## src/shared/gip_pkg.sv

```systemverilog
// Package: bus codes, field layouts and carrier types for the instrument port
package gip_pkg;
  localparam int GIP_DATA_W = 8;
  localparam int GIP_ADDR_W = 5;
  // Field positions inside a command byte
  localparam int GIP_GRP_HI = 6;
  localparam int GIP_GRP_LO = 5;
  localparam int GIP_ADR_HI = 4;
  localparam int GIP_ADR_LO = 0;
  // Groups by bits 6..5
  localparam logic [1:0] GIP_GRP_CMD = 2'h0;
  localparam logic [1:0] GIP_GRP_LSN = 2'h1;
  localparam logic [1:0] GIP_GRP_TLK = 2'h2;
  localparam logic [1:0] GIP_GRP_SEC = 2'h3;
  localparam logic [4:0] GIP_ADR_ALL = 5'h1f;
  // Addressed commands
  localparam logic [6:0] GIP_CMD_GTL = 7'h01;
  localparam logic [6:0] GIP_CMD_SDC = 7'h04;
  localparam logic [6:0] GIP_CMD_PPC = 7'h05;
  localparam logic [6:0] GIP_CMD_GET = 7'h08;
  localparam logic [6:0] GIP_CMD_TCT = 7'h09;
  // Universal commands
  localparam logic [6:0] GIP_CMD_LLO = 7'h11;
  localparam logic [6:0] GIP_CMD_DCL = 7'h14;
  localparam logic [6:0] GIP_CMD_PPU = 7'h15;
  localparam logic [6:0] GIP_CMD_SPE = 7'h18;
  localparam logic [6:0] GIP_CMD_SPD = 7'h19;
  localparam logic [7:0] GIP_BYTE_RST = 8'h00;

  typedef struct packed {
    logic [GIP_DATA_W-1:0] data;
    logic last;
  } gip_word_s;

  typedef struct packed {
    logic atn;
    logic eoi;
    logic ifc;
    logic ren;
    logic dav;
    logic nrfd;
    logic ndac;
    logic [GIP_DATA_W-1:0] dio;
  } gip_bus_s;
endpackage

```

## src/gip_buf2.sv

```systemverilog
// Two-entry valid/ready buffer for data words
`timescale 1ns/1ps
module gip_buf2 #(
  parameter int WIDTH = 9
) (
  input wire logic clk_sys_i,
  input wire logic rst_n_i,
  input wire logic in_valid_i,
  output logic in_ready_o,
  input wire logic [WIDTH-1:0] in_data_i,
  output logic out_valid_o,
  input wire logic out_ready_i,
  output logic [WIDTH-1:0] out_data_o
);
  logic [WIDTH-1:0] mem_ff [2];
  logic wr_ptr_ff;
  logic rd_ptr_ff;
  logic [1:0] cnt_ff;
  logic push;
  logic pop;

  assign in_ready_o = (cnt_ff != 2'h2);
  assign out_valid_o = (cnt_ff != 2'h0);
  assign out_data_o = mem_ff[rd_ptr_ff];
  assign push = in_valid_i && in_ready_o;
  assign pop = out_valid_o && out_ready_i;

  always_ff @(posedge clk_sys_i) begin
    if (push) begin
      mem_ff[wr_ptr_ff] <= in_data_i;
    end
  end

  always_ff @(posedge clk_sys_i) begin
    if (!rst_n_i) begin
      wr_ptr_ff <= 1'b0;
      rd_ptr_ff <= 1'b0;
      cnt_ff <= 2'h0;
    end else begin
      if (push) begin
        wr_ptr_ff <= ~wr_ptr_ff;
      end
      if (pop) begin
        rd_ptr_ff <= ~rd_ptr_ff;
      end
      cnt_ff <= cnt_ff + {1'b0, push} - {1'b0, pop};
    end
  end
endmodule

```

## src/gip_port.sv

```systemverilog
// Instrument-side bus port: handshake, address and command decode
`timescale 1ns/1ps
module gip_port (
  input wire logic clk_sys_i,
  input wire logic rst_n_i,
  input wire logic [gip_pkg::GIP_ADDR_W-1:0] addr_sw_i,
  input wire logic atn_n_i,
  input wire logic eoi_n_i,
  input wire logic ifc_n_i,
  input wire logic ren_n_i,
  input wire logic dav_n_i,
  input wire logic nrfd_n_i,
  input wire logic ndac_n_i,
  input wire logic [gip_pkg::GIP_DATA_W-1:0] dio_n_i,
  output logic [gip_pkg::GIP_DATA_W-1:0] dio_n_o,
  output logic dio_oe_o,
  output logic dav_n_o,
  output logic dav_oe_o,
  output logic eoi_n_o,
  output logic eoi_oe_o,
  output logic nrfd_n_o,
  output logic nrfd_oe_o,
  output logic ndac_n_o,
  output logic ndac_oe_o,
  output logic srq_n_o,
  output logic srq_oe_o,
  input wire logic srq_req_i,
  output logic rx_valid_o,
  input wire logic rx_ready_i,
  output gip_pkg::gip_word_s rx_word_o,
  input wire logic tx_valid_i,
  output logic tx_ready_o,
  input wire gip_pkg::gip_word_s tx_word_i,
  output logic listener_o,
  output logic talker_o,
  output logic remote_o,
  output logic lockout_o,
  output logic spoll_o,
  output logic poll_o,
  output logic dev_clear_o,
  output logic trigger_o,
  output logic go_local_o
);
  import gip_pkg::*;

  typedef enum logic [3:0] {
    GIP_L_IDLE = 4'b0001,
    GIP_L_READY = 4'b0010,
    GIP_L_TAKE = 4'b0100,
    GIP_L_WAIT = 4'b1000
  } gip_lst_e;

  typedef enum logic [3:0] {
    GIP_T_IDLE = 4'b0001,
    GIP_T_SETUP = 4'b0010,
    GIP_T_VALID = 4'b0100,
    GIP_T_DONE = 4'b1000
  } gip_tlk_e;

  gip_bus_s raw;
  gip_bus_s meta_ff;
  gip_bus_s bus_ff;
  gip_lst_e lst_ff;
  gip_tlk_e tlk_ff;
  logic [4:0] my_addr_ff;
  logic listener_ff;
  logic talker_ff;
  logic remote_ff;
  logic lockout_ff;
  logic spoll_ff;
  logic [GIP_DATA_W-1:0] rx_byte_ff;
  logic rx_last_ff;
  logic rx_atn_ff;
  logic cmd_stb_ff;
  logic dat_stb_ff;
  logic dev_clear_ff;
  logic trigger_ff;
  logic go_local_ff;
  logic [GIP_DATA_W-1:0] dio_ff;
  logic eoi_ff;
  logic dav_ff;
  logic buf_in_ready;
  logic tx_pop;
  logic [1:0] grp;
  logic [4:0] adr;
  logic [6:0] code;

  function automatic logic is_cmd(input logic [6:0] c, input logic [6:0] ref_c);
    is_cmd = (c == ref_c);
  endfunction

  // Bus levels inverted to active-high truth
  assign raw = '{atn: ~atn_n_i, eoi: ~eoi_n_i, ifc: ~ifc_n_i, ren: ~ren_n_i, dav: ~dav_n_i,
                 nrfd: ~nrfd_n_i, ndac: ~ndac_n_i, dio: ~dio_n_i};

  always_ff @(posedge clk_sys_i) begin
    if (!rst_n_i) begin
      meta_ff <= '0;
      bus_ff <= '0;
    end else begin
      meta_ff <= raw;
      bus_ff <= meta_ff;
    end
  end

  // Switch re-read whenever both handshakes are idle and the port is neither listener nor talker
  always_ff @(posedge clk_sys_i) begin
    if (!rst_n_i) begin
      my_addr_ff <= 5'h1f;
    end else if (lst_ff == GIP_L_IDLE && tlk_ff == GIP_T_IDLE && !listener_ff && !talker_ff) begin
      my_addr_ff <= addr_sw_i;
    end
  end

  // Fields of the last byte taken, used by the decoder
  assign grp = rx_byte_ff[GIP_GRP_HI:GIP_GRP_LO];
  assign adr = rx_byte_ff[GIP_ADR_HI:GIP_ADR_LO];
  assign code = rx_byte_ff[6:0];

  // Listener handshake; attention bytes always accepted
  always_ff @(posedge clk_sys_i) begin
    if (!rst_n_i) begin
      lst_ff <= GIP_L_IDLE;
      rx_byte_ff <= GIP_BYTE_RST;
      rx_last_ff <= 1'b0;
      rx_atn_ff <= 1'b0;
    end else begin
      case (lst_ff)
        GIP_L_IDLE: begin
          if ((bus_ff.atn || (listener_ff && buf_in_ready)) && !bus_ff.dav) begin
            lst_ff <= GIP_L_READY;
          end
        end
        GIP_L_READY: begin
          if (!bus_ff.atn && !(listener_ff && buf_in_ready)) begin
            lst_ff <= GIP_L_IDLE;
          end else if (bus_ff.dav) begin
            rx_byte_ff <= bus_ff.dio;
            rx_atn_ff <= bus_ff.atn;
            rx_last_ff <= bus_ff.eoi && !bus_ff.atn;
            lst_ff <= GIP_L_TAKE;
          end
        end
        GIP_L_TAKE: begin
          lst_ff <= GIP_L_WAIT;
        end
        GIP_L_WAIT: begin
          if (!bus_ff.dav) begin
            lst_ff <= GIP_L_IDLE;
          end
        end
        default: begin
          lst_ff <= GIP_L_IDLE;
        end
      endcase
    end
  end

  // Strobes for the decoder and the data path
  always_ff @(posedge clk_sys_i) begin
    if (!rst_n_i) begin
      cmd_stb_ff <= 1'b0;
      dat_stb_ff <= 1'b0;
    end else begin
      cmd_stb_ff <= (lst_ff == GIP_L_TAKE) && rx_atn_ff;
      dat_stb_ff <= (lst_ff == GIP_L_TAKE) && !rx_atn_ff && listener_ff;
    end
  end

  // Not-ready held unless idle-ready, under attention or as a listener with buffer space
  assign nrfd_oe_o = (lst_ff != GIP_L_READY) && (bus_ff.atn || listener_ff);
  assign nrfd_n_o = 1'b0;
  // Not-accepted held until the byte is taken
  assign ndac_oe_o = (lst_ff == GIP_L_IDLE || lst_ff == GIP_L_READY || lst_ff == GIP_L_TAKE)
                     && (bus_ff.atn || listener_ff);
  assign ndac_n_o = 1'b0;

  // Interface command decode
  always_ff @(posedge clk_sys_i) begin
    if (!rst_n_i || bus_ff.ifc) begin
      listener_ff <= 1'b0;
      talker_ff <= 1'b0;
      spoll_ff <= 1'b0;
    end else if (cmd_stb_ff) begin
      case (grp)
        GIP_GRP_LSN: begin
          if (adr == GIP_ADR_ALL) begin
            listener_ff <= 1'b0;
          end else if (adr == my_addr_ff) begin
            listener_ff <= 1'b1;
          end
        end
        GIP_GRP_TLK: begin
          if (adr == GIP_ADR_ALL) begin
            talker_ff <= 1'b0;
          end else begin
            talker_ff <= (adr == my_addr_ff);
          end
        end
        GIP_GRP_CMD: begin
          if (is_cmd(code, GIP_CMD_SPE)) begin
            spoll_ff <= 1'b1;
          end else if (is_cmd(code, GIP_CMD_SPD)) begin
            spoll_ff <= 1'b0;
          end
        end
        default: begin
          spoll_ff <= spoll_ff;
        end
      endcase
    end
  end

  // Remote and lockout follow remote-enable
  always_ff @(posedge clk_sys_i) begin
    if (!rst_n_i) begin
      remote_ff <= 1'b0;
      lockout_ff <= 1'b0;
    end else if (!bus_ff.ren) begin
      remote_ff <= 1'b0;
      lockout_ff <= 1'b0;
    end else if (cmd_stb_ff) begin
      if (rx_byte_ff[6:5] == GIP_GRP_LSN && rx_byte_ff[4:0] == my_addr_ff) begin
        remote_ff <= 1'b1;
      end else if (listener_ff && is_cmd(rx_byte_ff[6:0], GIP_CMD_GTL) && !lockout_ff) begin
        remote_ff <= 1'b0;
      end
      if (is_cmd(rx_byte_ff[6:0], GIP_CMD_LLO)) begin
        lockout_ff <= 1'b1;
      end
    end
  end

  // One-cycle command pulses; take control and poll configure are not supported
  always_ff @(posedge clk_sys_i) begin
    if (!rst_n_i) begin
      dev_clear_ff <= 1'b0;
      trigger_ff <= 1'b0;
      go_local_ff <= 1'b0;
    end else begin
      dev_clear_ff <= cmd_stb_ff && (is_cmd(rx_byte_ff[6:0], GIP_CMD_DCL)
                      || (listener_ff && is_cmd(rx_byte_ff[6:0], GIP_CMD_SDC)));
      trigger_ff <= cmd_stb_ff && listener_ff && is_cmd(rx_byte_ff[6:0], GIP_CMD_GET);
      go_local_ff <= cmd_stb_ff && listener_ff && is_cmd(rx_byte_ff[6:0], GIP_CMD_GTL);
    end
  end

  assign listener_o = listener_ff;
  assign talker_o = talker_ff;
  assign remote_o = remote_ff;
  assign lockout_o = lockout_ff;
  assign spoll_o = spoll_ff;
  assign poll_o = bus_ff.eoi && bus_ff.atn;
  assign dev_clear_o = dev_clear_ff;
  assign trigger_o = trigger_ff;
  assign go_local_o = go_local_ff;

  // Incoming data words to the device parser; not-ready also covers a full buffer
  gip_buf2 #(
    .WIDTH(GIP_DATA_W + 1)
  ) u_rx_buf (
    .clk_sys_i(clk_sys_i),
    .rst_n_i(rst_n_i),
    .in_valid_i(dat_stb_ff),
    .in_ready_o(buf_in_ready),
    .in_data_i({rx_byte_ff, rx_last_ff}),
    .out_valid_o(rx_valid_o),
    .out_ready_i(rx_ready_i),
    .out_data_o(rx_word_o)
  );

  // Talker handshake
  assign tx_ready_o = talker_ff && !bus_ff.atn && (tlk_ff == GIP_T_IDLE);
  assign tx_pop = tx_valid_i && tx_ready_o;

  always_ff @(posedge clk_sys_i) begin
    if (!rst_n_i || bus_ff.ifc) begin
      tlk_ff <= GIP_T_IDLE;
      dio_ff <= GIP_BYTE_RST;
      eoi_ff <= 1'b0;
      dav_ff <= 1'b0;
    end else begin
      case (tlk_ff)
        GIP_T_IDLE: begin
          if (tx_pop) begin
            dio_ff <= tx_word_i.data;
            eoi_ff <= tx_word_i.last;
            tlk_ff <= GIP_T_SETUP;
          end
        end
        GIP_T_SETUP: begin
          if (bus_ff.atn || !talker_ff) begin
            tlk_ff <= GIP_T_DONE;
          end else if (!bus_ff.nrfd && !bus_ff.dav) begin
            dav_ff <= 1'b1;
            tlk_ff <= GIP_T_VALID;
          end
        end
        GIP_T_VALID: begin
          if (!bus_ff.ndac) begin
            dav_ff <= 1'b0;
            tlk_ff <= GIP_T_DONE;
          end
        end
        GIP_T_DONE: begin
          dav_ff <= 1'b0;
          eoi_ff <= 1'b0;
          tlk_ff <= GIP_T_IDLE;
        end
        default: begin
          tlk_ff <= GIP_T_IDLE;
        end
      endcase
    end
  end

  // Data lines held through setup and valid so the byte is stable under data-valid
  assign dio_oe_o = talker_ff && (tlk_ff == GIP_T_SETUP || tlk_ff == GIP_T_VALID);
  assign dio_n_o = ~dio_ff;
  assign dav_oe_o = dav_ff;
  assign dav_n_o = 1'b0;
  assign eoi_oe_o = eoi_ff && dio_oe_o;
  assign eoi_n_o = 1'b0;
  assign srq_oe_o = srq_req_i && !spoll_ff;
  assign srq_n_o = 1'b0;
endmodule

```

## config.mk

```make
export PLATFORM = sky130hd
export DESIGN_NAME = gip_port
export DESIGN_NICKNAME = d
export VERILOG_FILES = /design/src/shared/gip_pkg.sv /design/src/gip_buf2.sv /design/src/gip_port.sv
export SDC_FILE = /design/constraint.sdc
export NUM_CORES = 1
export LEC_CHECK = 0
export BUFFER_PORTS_ARGS = -buffer_cell sky130_fd_sc_hd__buf_2
export CORE_UTILIZATION = 50
export CTS_BUF_LIST = sky130_fd_sc_hd__clkbuf_16
export CTS_CLUSTER_DIAMETER = 120
export CTS_CLUSTER_SIZE = 24
export DETAILED_ROUTE_END_ITERATION = 8
export PLACE_DENSITY = 0.73
export SYNTH_ARGS = -nofsm -noshare
export SYNTH_HDL_FRONTEND = slang
export SYNTH_SLANG_ARGS = --single-unit
```

## constraint.sdc

```tcl
create_clock -name clk_sys_i -period 2.1 [get_ports clk_sys_i]
set_input_delay 0.21 -clock clk_sys_i [delete_from_list [all_inputs] [get_ports clk_sys_i]]
set_output_delay 0.21 -clock clk_sys_i [all_outputs]
set_load 0.05 [all_outputs]
```

==> flow_summary.html, run 1 <==
<table>
<tr><th>Metric</th><th>Value</th></tr>
<tr><th colspan="2">Clocking</th></tr>
<tr><td>Setup repair bufs after CTS</td><td>0</td></tr>
<tr><td>Max Buffers Root-to-Sink</td><td>2</td></tr>
<tr><td>Total clock buffers created by CTS</td><td>9</td></tr>
<tr><td>Clk slew on worst S/H paths</td><td>0.06 ns</td></tr>
<tr><td>Deepest level of the CTS H-tree</td><td>3</td></tr>
<tr><td>Clock network latency to the later pin of the worst-skew pair</td><td>0.34 ns</td></tr>
<tr><td>TritonCTS clock tree</td><td>yes</td></tr>
<tr><td>Post-CTS Hold Fix Bufs</td><td>0</td></tr>
<tr><td>Count of cells resized by post-cts repair</td><td>0</td></tr>
<tr><td>CTS root buf</td><td>sky130_fd_sc_hd__clkbuf_16</td></tr>
<tr><td>Total clock sinks</td><td>96</td></tr>
<tr><th colspan="2">Logic synthesis</th></tr>
<tr><td>Synth cell types</td><td>51</td></tr>
<tr><td>Most area-consuming cells after synthesis</td><td>sky130_fd_sc_hd__dfxtp_1 42%, sky130_fd_sc_hd__edfxtp_1 14%, sky130_fd_sc_hd__mux2i_1 4.3%, sky130_fd_sc_hd__nor2b_1 3.8%, sky130_fd_sc_hd__and2_1 3.5%</td></tr>
<tr><td>Post-synth design cell area</td><td>3760 um2</td></tr>
<tr><td>Dominant combinational cell family by area after synthesis</td><td>simple AND/OR/NAND/NOR gates</td></tr>
<tr><td>Post-synthesis sequential area ratio</td><td>0.559</td></tr>
<tr><td>Synth Register Bits</td><td>96</td></tr>
<tr><td>Cells after Synth</td><td>354</td></tr>
<tr><td>Fraction of synthesized area in multiplexers</td><td>0.0695</td></tr>
<tr><td>Synth top area share</td><td>0.415</td></tr>
<tr><td>Synthesized-area fraction occupied by adder cells</td><td>0.00665</td></tr>
<tr><td>Fraction of the mapped netlist area in simple logic gates</td><td>0.224</td></tr>
<tr><td>Yosys warnings</td><td>0</td></tr>
<tr><td>Avg Cell Area, Syn</td><td>10.6 um2</td></tr>
<tr><td>Most area-hungry cell type in the Yosys netlist</td><td>sky130_fd_sc_hd__dfxtp_1</td></tr>
<tr><td>EDFF count, synth</td><td>18</td></tr>
<tr><td>Complex-gate fraction of the synthesized area</td><td>0.0675</td></tr>
<tr><td>Cell types with the highest counts after synthesis</td><td>78 x sky130_fd_sc_hd__dfxtp_1, 24 x sky130_fd_sc_hd__nor2_1, 23 x sky130_fd_sc_hd__nor2b_1</td></tr>
<tr><td>Flip-flop cell with the highest count after synthesis</td><td>sky130_fd_sc_hd__dfxtp_1</td></tr>
<tr><td>Most frequently used cell type in the post-synthesis netlist</td><td>sky130_fd_sc_hd__dfxtp_1</td></tr>
<tr><td>Synth Area in XOR/XNOR</td><td>0.0256</td></tr>
<tr><td>Post-synth ARST share</td><td>0</td></tr>
<tr><th colspan="2">Critical path</th></tr>
<tr><td>Cell depth of the worst flop-to-flop path</td><td>8</td></tr>
<tr><td>Start of the worst register-to-register path</td><td>u_rx_buf.cnt_ff[1]$_SDFF_PN0_</td></tr>
<tr><td>Terminus of the critical flop-to-flop path</td><td>u_rx_buf.cnt_ff[1]$_SDFF_PN0_</td></tr>
<tr><td>Arrival time reported for the critical path endpoint</td><td>1.78 ns</td></tr>
<tr><td>Critical Path Start</td><td>tlk_ff[1]$_SDFFE_PP0P_</td></tr>
<tr><td>R2r setup slk</td><td>0.29 ns</td></tr>
<tr><td>Startpoint class of the critical path</td><td>flip-flop</td></tr>
<tr><td>CP endpoint</td><td>eoi_oe_o</td></tr>
<tr><td>Worst endpoint required time</td><td>1.89 ns</td></tr>
<tr><td>CP endpoint kind</td><td>output port</td></tr>
<tr><td>Worst setup path category</td><td>reg -&gt; out</td></tr>
<tr><td>Critical Path Fanout Max</td><td>7</td></tr>
<tr><th colspan="2">Die</th></tr>
<tr><td>DIE AREA</td><td>7880 um2</td></tr>
<tr><td>Starting Density</td><td>0.519</td></tr>
<tr><td>Core area</td><td>7250 um2</td></tr>
<tr><td>Overall die height</td><td>88.7 um</td></tr>
<tr><td>IO Count</td><td>73</td></tr>
<tr><td>FP Rows</td><td>31</td></tr>
<tr><td>Die width</td><td>88.7 um</td></tr>
<tr><th colspan="2">Detailed routing</th></tr>
<tr><td>Routed wirelength normalized by instance count</td><td>12.5 um</td></tr>
<tr><td>Met2 wirelength from detailed routing</td><td>2.95 mm</td></tr>
<tr><td>Via Count</td><td>2584</td></tr>
<tr><td>Uppermost layer routed</td><td>met4</td></tr>
<tr><td>First-pass iteration count of the detailed router</td><td>5</td></tr>
<tr><td>Wl on met1</td><td>3.17 mm</td></tr>
<tr><td>Metal3 WL</td><td>268 um</td></tr>
<tr><td>Total wirelength of the detailed-routed design</td><td>6.52 mm</td></tr>
<tr><td>DRC violations left</td><td>0</td></tr>
<tr><td>Number of vias per cell after detailed routing</td><td>4.94</td></tr>
<tr><td>Number of nets still failing antenna checks after routing</td><td>0</td></tr>
<tr><td>Violation count after the first detailed-route iteration</td><td>136</td></tr>
<tr><th colspan="2">Cells and area</th></tr>
<tr><td>Number of nets at the end of the flow</td><td>455</td></tr>
<tr><td>Multi-input logic area</td><td>1500 um2</td></tr>
<tr><td>Fraction of final layout cells with drive strength greater than 1</td><td>0.248</td></tr>
<tr><td>Number of inserted filler cells in the final layout</td><td>626</td></tr>
<tr><td>Area Growth Syn to Fin</td><td>18.5%</td></tr>
<tr><td>Antenna cells</td><td>0</td></tr>
<tr><td>Register cell area after layout</td><td>2100 um2</td></tr>
<tr><th colspan="2">Global route</th></tr>
<tr><td>Largest net degree at the start of global routing</td><td>31</td></tr>
<tr><td>Via count of the first global-routing pass</td><td>2261</td></tr>
<tr><td>First-pass GRT wire length</td><td>10.4 mm</td></tr>
<tr><td>Total global-route track usage</td><td>0.175</td></tr>
<tr><td>Initial antenna violation count</td><td>0</td></tr>
<tr><td>Grt total ovfl</td><td>0</td></tr>
<tr><th colspan="2">Placed design</th></tr>
<tr><td>Routability congestion estimate</td><td>0.854</td></tr>
<tr><td>Quantity of I/O buffers inserted on ports</td><td>67</td></tr>
<tr><td>Detail Placement HPWL</td><td>4.55 mm</td></tr>
<tr><th colspan="2">STA</th></tr>
<tr><td>Worst slew slack as a fraction of its limit</td><td>0.525</td></tr>
<tr><td>Setup tns final</td><td>0 ns</td></tr>
<tr><td>Endpoints failing setup</td><td>0</td></tr>
<tr><td>RSZ-0062 raised after global routing</td><td>false</td></tr>
<tr><td>Fin crit share</td><td>0.948</td></tr>
<tr><td>Fmax achieved</td><td>0.503 GHz</td></tr>
<tr><td>Final Slew Violations</td><td>0</td></tr>
<tr><td>Time the final worst path needs with I/O delays and setup</td><td>1.99 ns</td></tr>
<tr><td>Slew @ Worst Pin</td><td>0.713 ns</td></tr>
<tr><td>Post-route clock skew</td><td>0.00721 ns</td></tr>
<tr><td>Fin. Hold Viols</td><td>0</td></tr>
<tr><th colspan="2">Status</th></tr>
<tr><td>Outcome</td><td>complete, no violations</td></tr>
<tr><th colspan="2">Power and ir drop</th></tr>
<tr><td>Power density normalized to cell area</td><td>858 nW/um2</td></tr>
<tr><td>Leakage dissipation</td><td>1.87 nW</td></tr>
<tr><td>Total power consumption of the routed design</td><td>0.00382 W</td></tr>
<tr><td>Maximum vdd ir drop</td><td>0.503 mV</td></tr>
<tr><th colspan="2">Worst hold path</th></tr>
<tr><td>Worst hold path type</td><td>in -&gt; reg</td></tr>
<tr><th colspan="2">Flow run</th></tr>
<tr><td>Max_cap viols</td><td>0</td></tr>
</table>
==> sequential cells by signal (all words and copies together) (netlist names), 2 cells and up, named ones only <==
| name | cells |
|---|---|
| u_rx_buf.mem_ff | 18 |
| bus_ff | 15 |
| meta_ff | 15 |
| dio_ff | 8 |
| rx_byte_ff | 8 |
| my_addr_ff | 5 |
| lst_ff | 4 |
| tlk_ff | 4 |
| u_rx_buf.cnt_ff | 2 |
==> critical path: stages (launching register included) <==
cell	delay (ns)
sky130_fd_sc_hd__dfxtp_1	0.46
sky130_fd_sc_hd__and2b_1	0.23
sky130_fd_sc_hd__or2_1	0.23
sky130_fd_sc_hd__and3_1	0.18
sky130_fd_sc_hd__and2_1	0.15
sky130_fd_sc_hd__buf_2	0.20
==> layer usage <==
layer  track usage  up-vias
met5             0        -
met4        0.0792        0
met3        0.0336       11
met2         0.283       69
met1         0.227     1179
li1              -     1325
==> logic make-up (layout without fill, tap and decap cells) <==
kind of cell	Yosys count	after routing
other	1	5
adders and majority gates	2	2
muxes	25	25
AOI/OAI and AO/OA	41	41
and+or+nand+nor	140	140
xor gates and xnor gates	11	11
buffers and inverters	38	104
DFF	96	96
==> power breakdown <==
group,switching (W),leakage [nW],internal (W)
registers,0.0000314,0.803,0.00192
logic,0.000187,0.909,0.000118
clock network,0.000655,0.154,0.000916
total,0.000873,1.87,0.00295
==> metrics by stage <==
stage	area [um2]	setup slack, ns	hold slack [ns]	util	instances
finish	4460	0.110	0.0218	0.614	523
global route	4460	0.000763	0.0210	0.614	523
CTS	4460	0.107	0.0139	0.614	523
detailed placement	4170	0.279	0.368	0.574	507
global placement	4170	0.323	0.366	0.574	507
floorplan	3780	0.137	0.282	-	358
==> worst min path at each step <==
stage | start | end | slack, ns | cells after the start
floorplan | dio_n_i[0] | meta_ff[0]$_SDFF_PN0_ | 0.28 | 1
global placement | ifc_n_i | meta_ff[12]$_SDFF_PN0_ | 0.37 | 2
detailed placement | dio_n_i[0] | meta_ff[0]$_SDFF_PN0_ | 0.37 | 2
CTS | dio_n_i[0] | meta_ff[0]$_SDFF_PN0_ | 0.01 | 2
global route | nrfd_n_i | meta_ff[9]$_SDFF_PN0_ | 0.02 | 2
finish | dio_n_i[0] | meta_ff[0]$_SDFF_PN0_ | 0.02 | 2
==> placed cells by master, fill, tap and decap left out, types with 2 or more instances in the layout <==
| master | n |
|---|---|
| sky130_fd_sc_hd__a211oi_1 | 2 |
| sky130_fd_sc_hd__mux2_2 | 9 |
| sky130_fd_sc_hd__and2_1 | 21 |
| sky130_fd_sc_hd__buf_4 | 6 |
| sky130_fd_sc_hd__and2b_1 | 2 |
| sky130_fd_sc_hd__buf_2 | 67 |
| sky130_fd_sc_hd__nor3_2 | 2 |
| sky130_fd_sc_hd__nor2_1 | 24 |
| sky130_fd_sc_hd__edfxtp_1 | 18 |
| sky130_fd_sc_hd__conb_1 | 5 |
| sky130_fd_sc_hd__xor2_1 | 7 |
| sky130_fd_sc_hd__dfxtp_1 | 78 |
| sky130_fd_sc_hd__nand2b_1 | 4 |
| sky130_fd_sc_hd__inv_1 | 18 |
| sky130_fd_sc_hd__nand4_1 | 2 |
| sky130_fd_sc_hd__nand4b_1 | 3 |
| sky130_fd_sc_hd__nand2_1 | 11 |
| sky130_fd_sc_hd__o21ai_0 | 16 |
| sky130_fd_sc_hd__nor2b_1 | 23 |
| sky130_fd_sc_hd__a211o_1 | 2 |
| sky130_fd_sc_hd__nand3b_1 | 4 |
| sky130_fd_sc_hd__nor3_1 | 9 |
| sky130_fd_sc_hd__clkbuf_16 | 9 |
| sky130_fd_sc_hd__mux2i_1 | 16 |
| sky130_fd_sc_hd__and3_1 | 6 |
| sky130_fd_sc_hd__a21oi_1 | 7 |
| sky130_fd_sc_hd__a21boi_0 | 10 |
| sky130_fd_sc_hd__nand3_1 | 14 |
| sky130_fd_sc_hd__ha_1 | 2 |
| sky130_fd_sc_hd__xnor2_1 | 4 |
==> cell type report <==
| cell class | count | share of cell area |
|---|---|---|
| clock buffers | 9 | 0.0505 |
| clock inverters | 7 | 0.0146 |
| inverters | 15 | 0.0126 |
| multi-input cells | 224 | 0.337 |
| flip-flops and latches | 96 | 0.472 |
| well taps | 99 | 0.0278 |
| repair buffers | 73 | 0.0853 |
No activity file was read; power rests on OpenSTA's default activity.
==> run 2: changes to the inputs <==
--- a/config.mk
+++ b/config.mk
@@ -5,6 +5,7 @@
 export SDC_FILE = /design/constraint.sdc
 export NUM_CORES = 1
 export LEC_CHECK = 0
+export ABC_AREA = 1
 export BUFFER_PORTS_ARGS = -buffer_cell sky130_fd_sc_hd__buf_2
 export CORE_UTILIZATION = 50
 export CTS_BUF_LIST = sky130_fd_sc_hd__clkbuf_16
==> run 2 against run 1 <==
Register-to-register slack improved by 0.16 ns. Sequential share of layout area increased by 0.15 points. Global-route usage increased by 1.4 points. Sequential power increased by 2%. Clock skew decreased by 0.0036 ns. Area after synthesis decreased by 0.96%. Critical path type unchanged. Critical endpoint unchanged. Largest power group unchanged.
==> flow_summary.html, run 2 <==
<table>
<tr><th>Metric</th><th>Value</th></tr>
<tr><th colspan="2">Detailed routing</th></tr>
<tr><td>Via Count</td><td>2853 (+10%)</td></tr>
<tr><td>Routed wirelength normalized by instance count</td><td>11.3 um (-9.5%)</td></tr>
<tr><td>Number of nets still failing antenna checks after routing</td><td>0 (unchanged)</td></tr>
<tr><td>DRC violations left</td><td>0 (unchanged)</td></tr>
<tr><td>Met2 wirelength from detailed routing</td><td>3.31 mm (+12%)</td></tr>
<tr><td>Violation count after the first detailed-route iteration</td><td>147 (+8.1%)</td></tr>
<tr><td>Number of vias per cell after detailed routing</td><td>4.73 (-4.2%)</td></tr>
<tr><td>Wl on met1</td><td>3.14 mm (-0.98%)</td></tr>
<tr><td>Total wirelength of the detailed-routed design</td><td>6.80 mm (+4.4%)</td></tr>
<tr><td>Metal3 WL</td><td>223 um (-17%)</td></tr>
<tr><td>Uppermost layer routed</td><td>met4</td></tr>
<tr><td>First-pass iteration count of the detailed router</td><td>4 (-1)</td></tr>
<tr><th colspan="2">Clocking</th></tr>
<tr><td>Total clock sinks</td><td>96 (unchanged)</td></tr>
<tr><td>Setup repair bufs after CTS</td><td>0 (unchanged)</td></tr>
<tr><td>Clock network latency to the later pin of the worst-skew pair</td><td>0.33 ns (about the same)</td></tr>
<tr><td>Clk slew on worst S/H paths</td><td>0.06 ns (about the same)</td></tr>
<tr><td>CTS root buf</td><td>sky130_fd_sc_hd__clkbuf_16</td></tr>
<tr><td>Post-CTS Hold Fix Bufs</td><td>0 (unchanged)</td></tr>
<tr><td>Max Buffers Root-to-Sink</td><td>2 (unchanged)</td></tr>
<tr><td>Count of cells resized by post-cts repair</td><td>0 (unchanged)</td></tr>
<tr><td>TritonCTS clock tree</td><td>yes</td></tr>
<tr><td>Total clock buffers created by CTS</td><td>9 (unchanged)</td></tr>
<tr><td>Deepest level of the CTS H-tree</td><td>3 (unchanged)</td></tr>
<tr><th colspan="2">Placed design</th></tr>
<tr><td># placed instances</td><td>587 (+16%)</td></tr>
<tr><td>Placed inst area</td><td>4150 um2 (-0.48%)</td></tr>
<tr><td>Detail Placement HPWL</td><td>4.99 mm (+9.7%)</td></tr>
<tr><td>Quantity of I/O buffers inserted on ports</td><td>67 (unchanged)</td></tr>
<tr><td>Routability congestion estimate</td><td>0.861 (+0.80%)</td></tr>
<tr><th colspan="2">Critical path</th></tr>
<tr><td>Terminus of the critical flop-to-flop path</td><td>u_rx_buf.cnt_ff[1]$_SDFF_PN0_</td></tr>
<tr><td>Arrival time reported for the critical path endpoint</td><td>1.61 ns (-0.17 ns)</td></tr>
<tr><td>Cell depth of the worst flop-to-flop path</td><td>10 (+2)</td></tr>
<tr><td>Buffers and inverters on the worst path</td><td>2 (+1)</td></tr>
<tr><td>Start of the worst register-to-register path</td><td>u_rx_buf.cnt_ff[1]$_SDFF_PN0_</td></tr>
<tr><td>Top Family by Delay on Critical Path</td><td>simple AND/OR/NAND/NOR gates</td></tr>
<tr><td>Worst setup path category</td><td>reg -&gt; out</td></tr>
<tr><td>Critical Path Fanout Max</td><td>5 (-2)</td></tr>
<tr><td>Critical Path Start</td><td>tlk_ff[0]$_SDFFE_PP1P_</td></tr>
<tr><td>CP endpoint</td><td>eoi_oe_o</td></tr>
<tr><td>Startpoint class of the critical path</td><td>flip-flop</td></tr>
<tr><td>CP peak stage delay</td><td>0.34 ns (-0.12 ns)</td></tr>
<tr><td>Ordered cell list for the critical path</td><td>inv_1, nand2_1, nor2_2, nor2_1, nor3b_2, buf_2</td></tr>
<tr><td>Worst endpoint required time</td><td>1.89 ns (about the same)</td></tr>
<tr><td>R2r setup slk</td><td>0.45 ns (+0.16 ns)</td></tr>
<tr><td>CP endpoint kind</td><td>output port</td></tr>
<tr><td>Master of the slowest instance on the critical path</td><td>sky130_fd_sc_hd__dfxtp_1</td></tr>
<tr><td>Path length in cells of the critical path</td><td>6 (+1)</td></tr>
<tr><th colspan="2">Logic synthesis</th></tr>
<tr><td>Post-synthesis sequential area ratio</td><td>0.564 (+0.00544)</td></tr>
<tr><td>Synth cell types</td><td>35 (-31%)</td></tr>
<tr><td>Post-synth ARST share</td><td>0 (unchanged)</td></tr>
<tr><td>Avg Cell Area, Syn</td><td>8.73 um2 (-18%)</td></tr>
<tr><td>Post-synth design cell area</td><td>3730 um2 (-0.96%)</td></tr>
<tr><td>Synth top area share</td><td>0.419 (+0.00404)</td></tr>
<tr><td>Most area-hungry cell type in the Yosys netlist</td><td>sky130_fd_sc_hd__dfxtp_1</td></tr>
<tr><td>EDFF count, synth</td><td>18 (unchanged)</td></tr>
<tr><td>Flip-flop cell with the highest count after synthesis</td><td>sky130_fd_sc_hd__dfxtp_1</td></tr>
<tr><td>Yosys warnings</td><td>0 (unchanged)</td></tr>
<tr><td>Cells after Synth</td><td>427 (+21%)</td></tr>
<tr><td>Cell types with the highest counts after synthesis</td><td>78 x sky130_fd_sc_hd__dfxtp_1, 70 x sky130_fd_sc_hd__nand2_1, 60 x sky130_fd_sc_hd__nor2_1</td></tr>
<tr><td>Most area-consuming cells after synthesis</td><td>sky130_fd_sc_hd__dfxtp_1 42%, sky130_fd_sc_hd__edfxtp_1 15%, sky130_fd_sc_hd__nand2_1 7.1%, sky130_fd_sc_hd__nor2_1 6.0%, sky130_fd_sc_hd__inv_1 5.3%</td></tr>
<tr><td>Most frequently used cell type in the post-synthesis netlist</td><td>sky130_fd_sc_hd__dfxtp_1</td></tr>
<tr><td>Synth Register Bits</td><td>96 (unchanged)</td></tr>
<tr><th colspan="2">Cells and area</th></tr>
<tr><td>Multi-input logic area</td><td>1310 um2 (-13%)</td></tr>
<tr><td>Number of inserted filler cells in the final layout</td><td>662 (+5.8%)</td></tr>
<tr><td>Register with the most flip-flops</td><td>u_rx_buf.mem_ff</td></tr>
<tr><td>Highest-count cells in the layout ignoring fill and taps</td><td>78 x sky130_fd_sc_hd__dfxtp_1, 70 x sky130_fd_sc_hd__nand2_1, 67 x sky130_fd_sc_hd__buf_2</td></tr>
<tr><td>Number of nets at the end of the flow</td><td>535 (+18%)</td></tr>
<tr><td>Antenna cells</td><td>0 (unchanged)</td></tr>
<tr><td>Fraction of final layout cells with drive strength greater than 1</td><td>0.250 (+0.00236)</td></tr>
<tr><td>Largest register FFs</td><td>18 (unchanged)</td></tr>
<tr><td>Post-route insts no fill</td><td>603 (+15%)</td></tr>
<tr><td>Post-layout instance area</td><td>4440 um2 (-0.31%)</td></tr>
<tr><td>Biggest registers after layout</td><td>u_rx_buf.mem_ff: 18 flops, bus_ff: 15 flops, meta_ff: 15 flops</td></tr>
<tr><td>Most common cell after layout, fill and taps aside</td><td>sky130_fd_sc_hd__dfxtp_1</td></tr>
<tr><td>Area Growth Syn to Fin</td><td>19.2%</td></tr>
<tr><td>Register cell area after layout</td><td>2100 um2 (unchanged)</td></tr>
<tr><td>Utilization of the core after routing</td><td>0.616 (+0.00140)</td></tr>
<tr><th colspan="2">Die</th></tr>
<tr><td>IO Count</td><td>73 (unchanged)</td></tr>
<tr><td>Overall die height</td><td>88.3 um (-0.47%)</td></tr>
<tr><td>Die width</td><td>88.3 um (-0.47%)</td></tr>
<tr><td>FP Rows</td><td>31 (unchanged)</td></tr>
<tr><td>Starting Density</td><td>0.516 (-0.00224)</td></tr>
<tr><td>Core area</td><td>7210 um2 (-0.53%)</td></tr>
<tr><td>DIE AREA</td><td>7800 um2 (-0.94%)</td></tr>
<tr><th colspan="2">STA</th></tr>
<tr><td>Time the final worst path needs with I/O delays and setup</td><td>1.82 ns (-0.173 ns)</td></tr>
<tr><td>Hold Worst Slack</td><td>0.0217 ns (-0.0000860 ns)</td></tr>
<tr><td>Fin crit share</td><td>0.865 (-0.0822)</td></tr>
<tr><td>Final Slew Violations</td><td>0 (unchanged)</td></tr>
<tr><td>Setup tns final</td><td>0 ns (unchanged)</td></tr>
<tr><td>Fmax achieved</td><td>0.550 GHz (+9.5%)</td></tr>
<tr><td>Endpoints failing setup</td><td>0 (unchanged)</td></tr>
<tr><td>Post-route clock skew</td><td>0.00360 ns (-0.00360 ns)</td></tr>
<tr><td>RSZ-0062 raised after global routing</td><td>false</td></tr>
<tr><td>Fin. Hold Viols</td><td>0 (unchanged)</td></tr>
<tr><th colspan="2">Power and ir drop</th></tr>
<tr><td>Leakage dissipation</td><td>1.99 nW (+6.7%)</td></tr>
<tr><td>Maximum vdd ir drop</td><td>0.500 mV (-0.63%)</td></tr>
<tr><td>Power density normalized to cell area</td><td>904 nW/um2 (+5.4%)</td></tr>
<tr><th colspan="2">Flow run</th></tr>
<tr><td>Max_cap viols</td><td>0 (unchanged)</td></tr>
<tr><th colspan="2">Status</th></tr>
<tr><td>Outcome</td><td>complete, no violations</td></tr>
<tr><th colspan="2">Global route</th></tr>
<tr><td>Total global-route track usage</td><td>0.188 (+0.0137)</td></tr>
<tr><td>First-pass GRT wire length</td><td>11.2 mm (+7.0%)</td></tr>
<tr><td>Via count of the first global-routing pass</td><td>2591 (+15%)</td></tr>
<tr><td>Grt total ovfl</td><td>0 (unchanged)</td></tr>
<tr><td>Initial antenna violation count</td><td>0 (unchanged)</td></tr>
<tr><td>Largest net degree at the start of global routing</td><td>29 (-6.5%)</td></tr>
<tr><th colspan="2">Worst hold path</th></tr>
<tr><td>Worst hold path type</td><td>in -&gt; reg</td></tr>
</table>
[run 2: cell types whose count changed after synthesis, sizes merged, moves of 8 or more]
cell / before / now
nor2: 24 / 67
clkbuf: 14 / 3
a21oi: 7 / 23
nand2: 11 / 74
nand3: 15 / 30
inv: 15 / 63
a21boi: 10 / 1
nor2b: 23 / 0
and2: 22 / 0
mux2i: 16 / 0
o21ai: 16 / 24
[run 2: layout make-up]
type                    instances  share of cell area
repair buffers                 72              0.0839
inverters                      63              0.0532
clock buffers                   9              0.0507
multi-input cells             257               0.295
flip-flops and latches         96               0.473
clock inverters                 7              0.0161
well taps                      99              0.0279
[run 2: worst min path at each step]
stage | from | endpoint | slack (ns) | depth (start not counted)
2_1_floorplan | dio_n_i[0] | meta_ff[0]$_SDFF_PN0_ | 0.28 | 1
3_3_place_gp | dav_n_i | meta_ff[10]$_SDFF_PN0_ | 0.37 | 2
3_5_place_dp | dio_n_i[5] | meta_ff[5]$_SDFF_PN0_ | 0.37 | 2
4_1_cts | atn_n_i | meta_ff[14]$_SDFF_PN0_ | 0.01 | 2
5_1_grt | ren_n_i | meta_ff[11]$_SDFF_PN0_ | 0.02 | 2
6_report | atn_n_i | meta_ff[14]$_SDFF_PN0_ | 0.02 | 2
[run 2: where the power goes]
part	total, W	internal, W	switching [W]
Sequential	0.00199	0.00194	0.0000506
Combinational	0.000425	0.000150	0.000276
Clock	0.00160	0.000927	0.000672
[run 2: logic make-up after synthesis]
| kind of cell | Yosys count | share of synthesized area |
|---|---|---|
| compound gates | 49 | 0.0688 |
| mux | 9 | 0.0272 |
| simple gates | 188 | 0.233 |
| other cells | 1 | 0.00101 |
| buf+inv | 78 | 0.0893 |
| fa+ha+maj | 2 | 0.00671 |
| flops | 96 | 0.564 |
| xor+xnor | 4 | 0.00940 |
[run 2: metrics by stage]
stage | setup WS, ns | total power (W)
floorplan | 0.197 | 0.00236
global placement | 0.622 | 0.00244
detailed placement | 0.487 | 0.00246
CTS | 0.293 | 0.00405
global route | 0.214 | 0.00419
finish | 0.283 | 0.00402
[run 2: worst reg2reg max path, stage by stage (launching register included)]
cell	delay [ns]
sky130_fd_sc_hd__dfxtp_1	0.33
sky130_fd_sc_hd__inv_1	0.09
sky130_fd_sc_hd__nand2_1	0.07
sky130_fd_sc_hd__nand2_1	0.06
sky130_fd_sc_hd__inv_1	0.06
sky130_fd_sc_hd__ha_1	0.28
sky130_fd_sc_hd__inv_1	0.04
sky130_fd_sc_hd__ha_1	0.20
sky130_fd_sc_hd__xnor2_1	0.19
sky130_fd_sc_hd__o21ai_0	0.12
sky130_fd_sc_hd__a21oi_1	0.14
[run 2: per-layer routing]
| layer | GRT usage | vias up |
|---|---|---|
| met2 | 0.322 | 61 |
| met5 | 0 | - |
| met4 | 0.104 | 0 |
| met3 | 0.0345 | 11 |
| met1 | 0.224 | 1291 |
| li1 | - | 1490 |
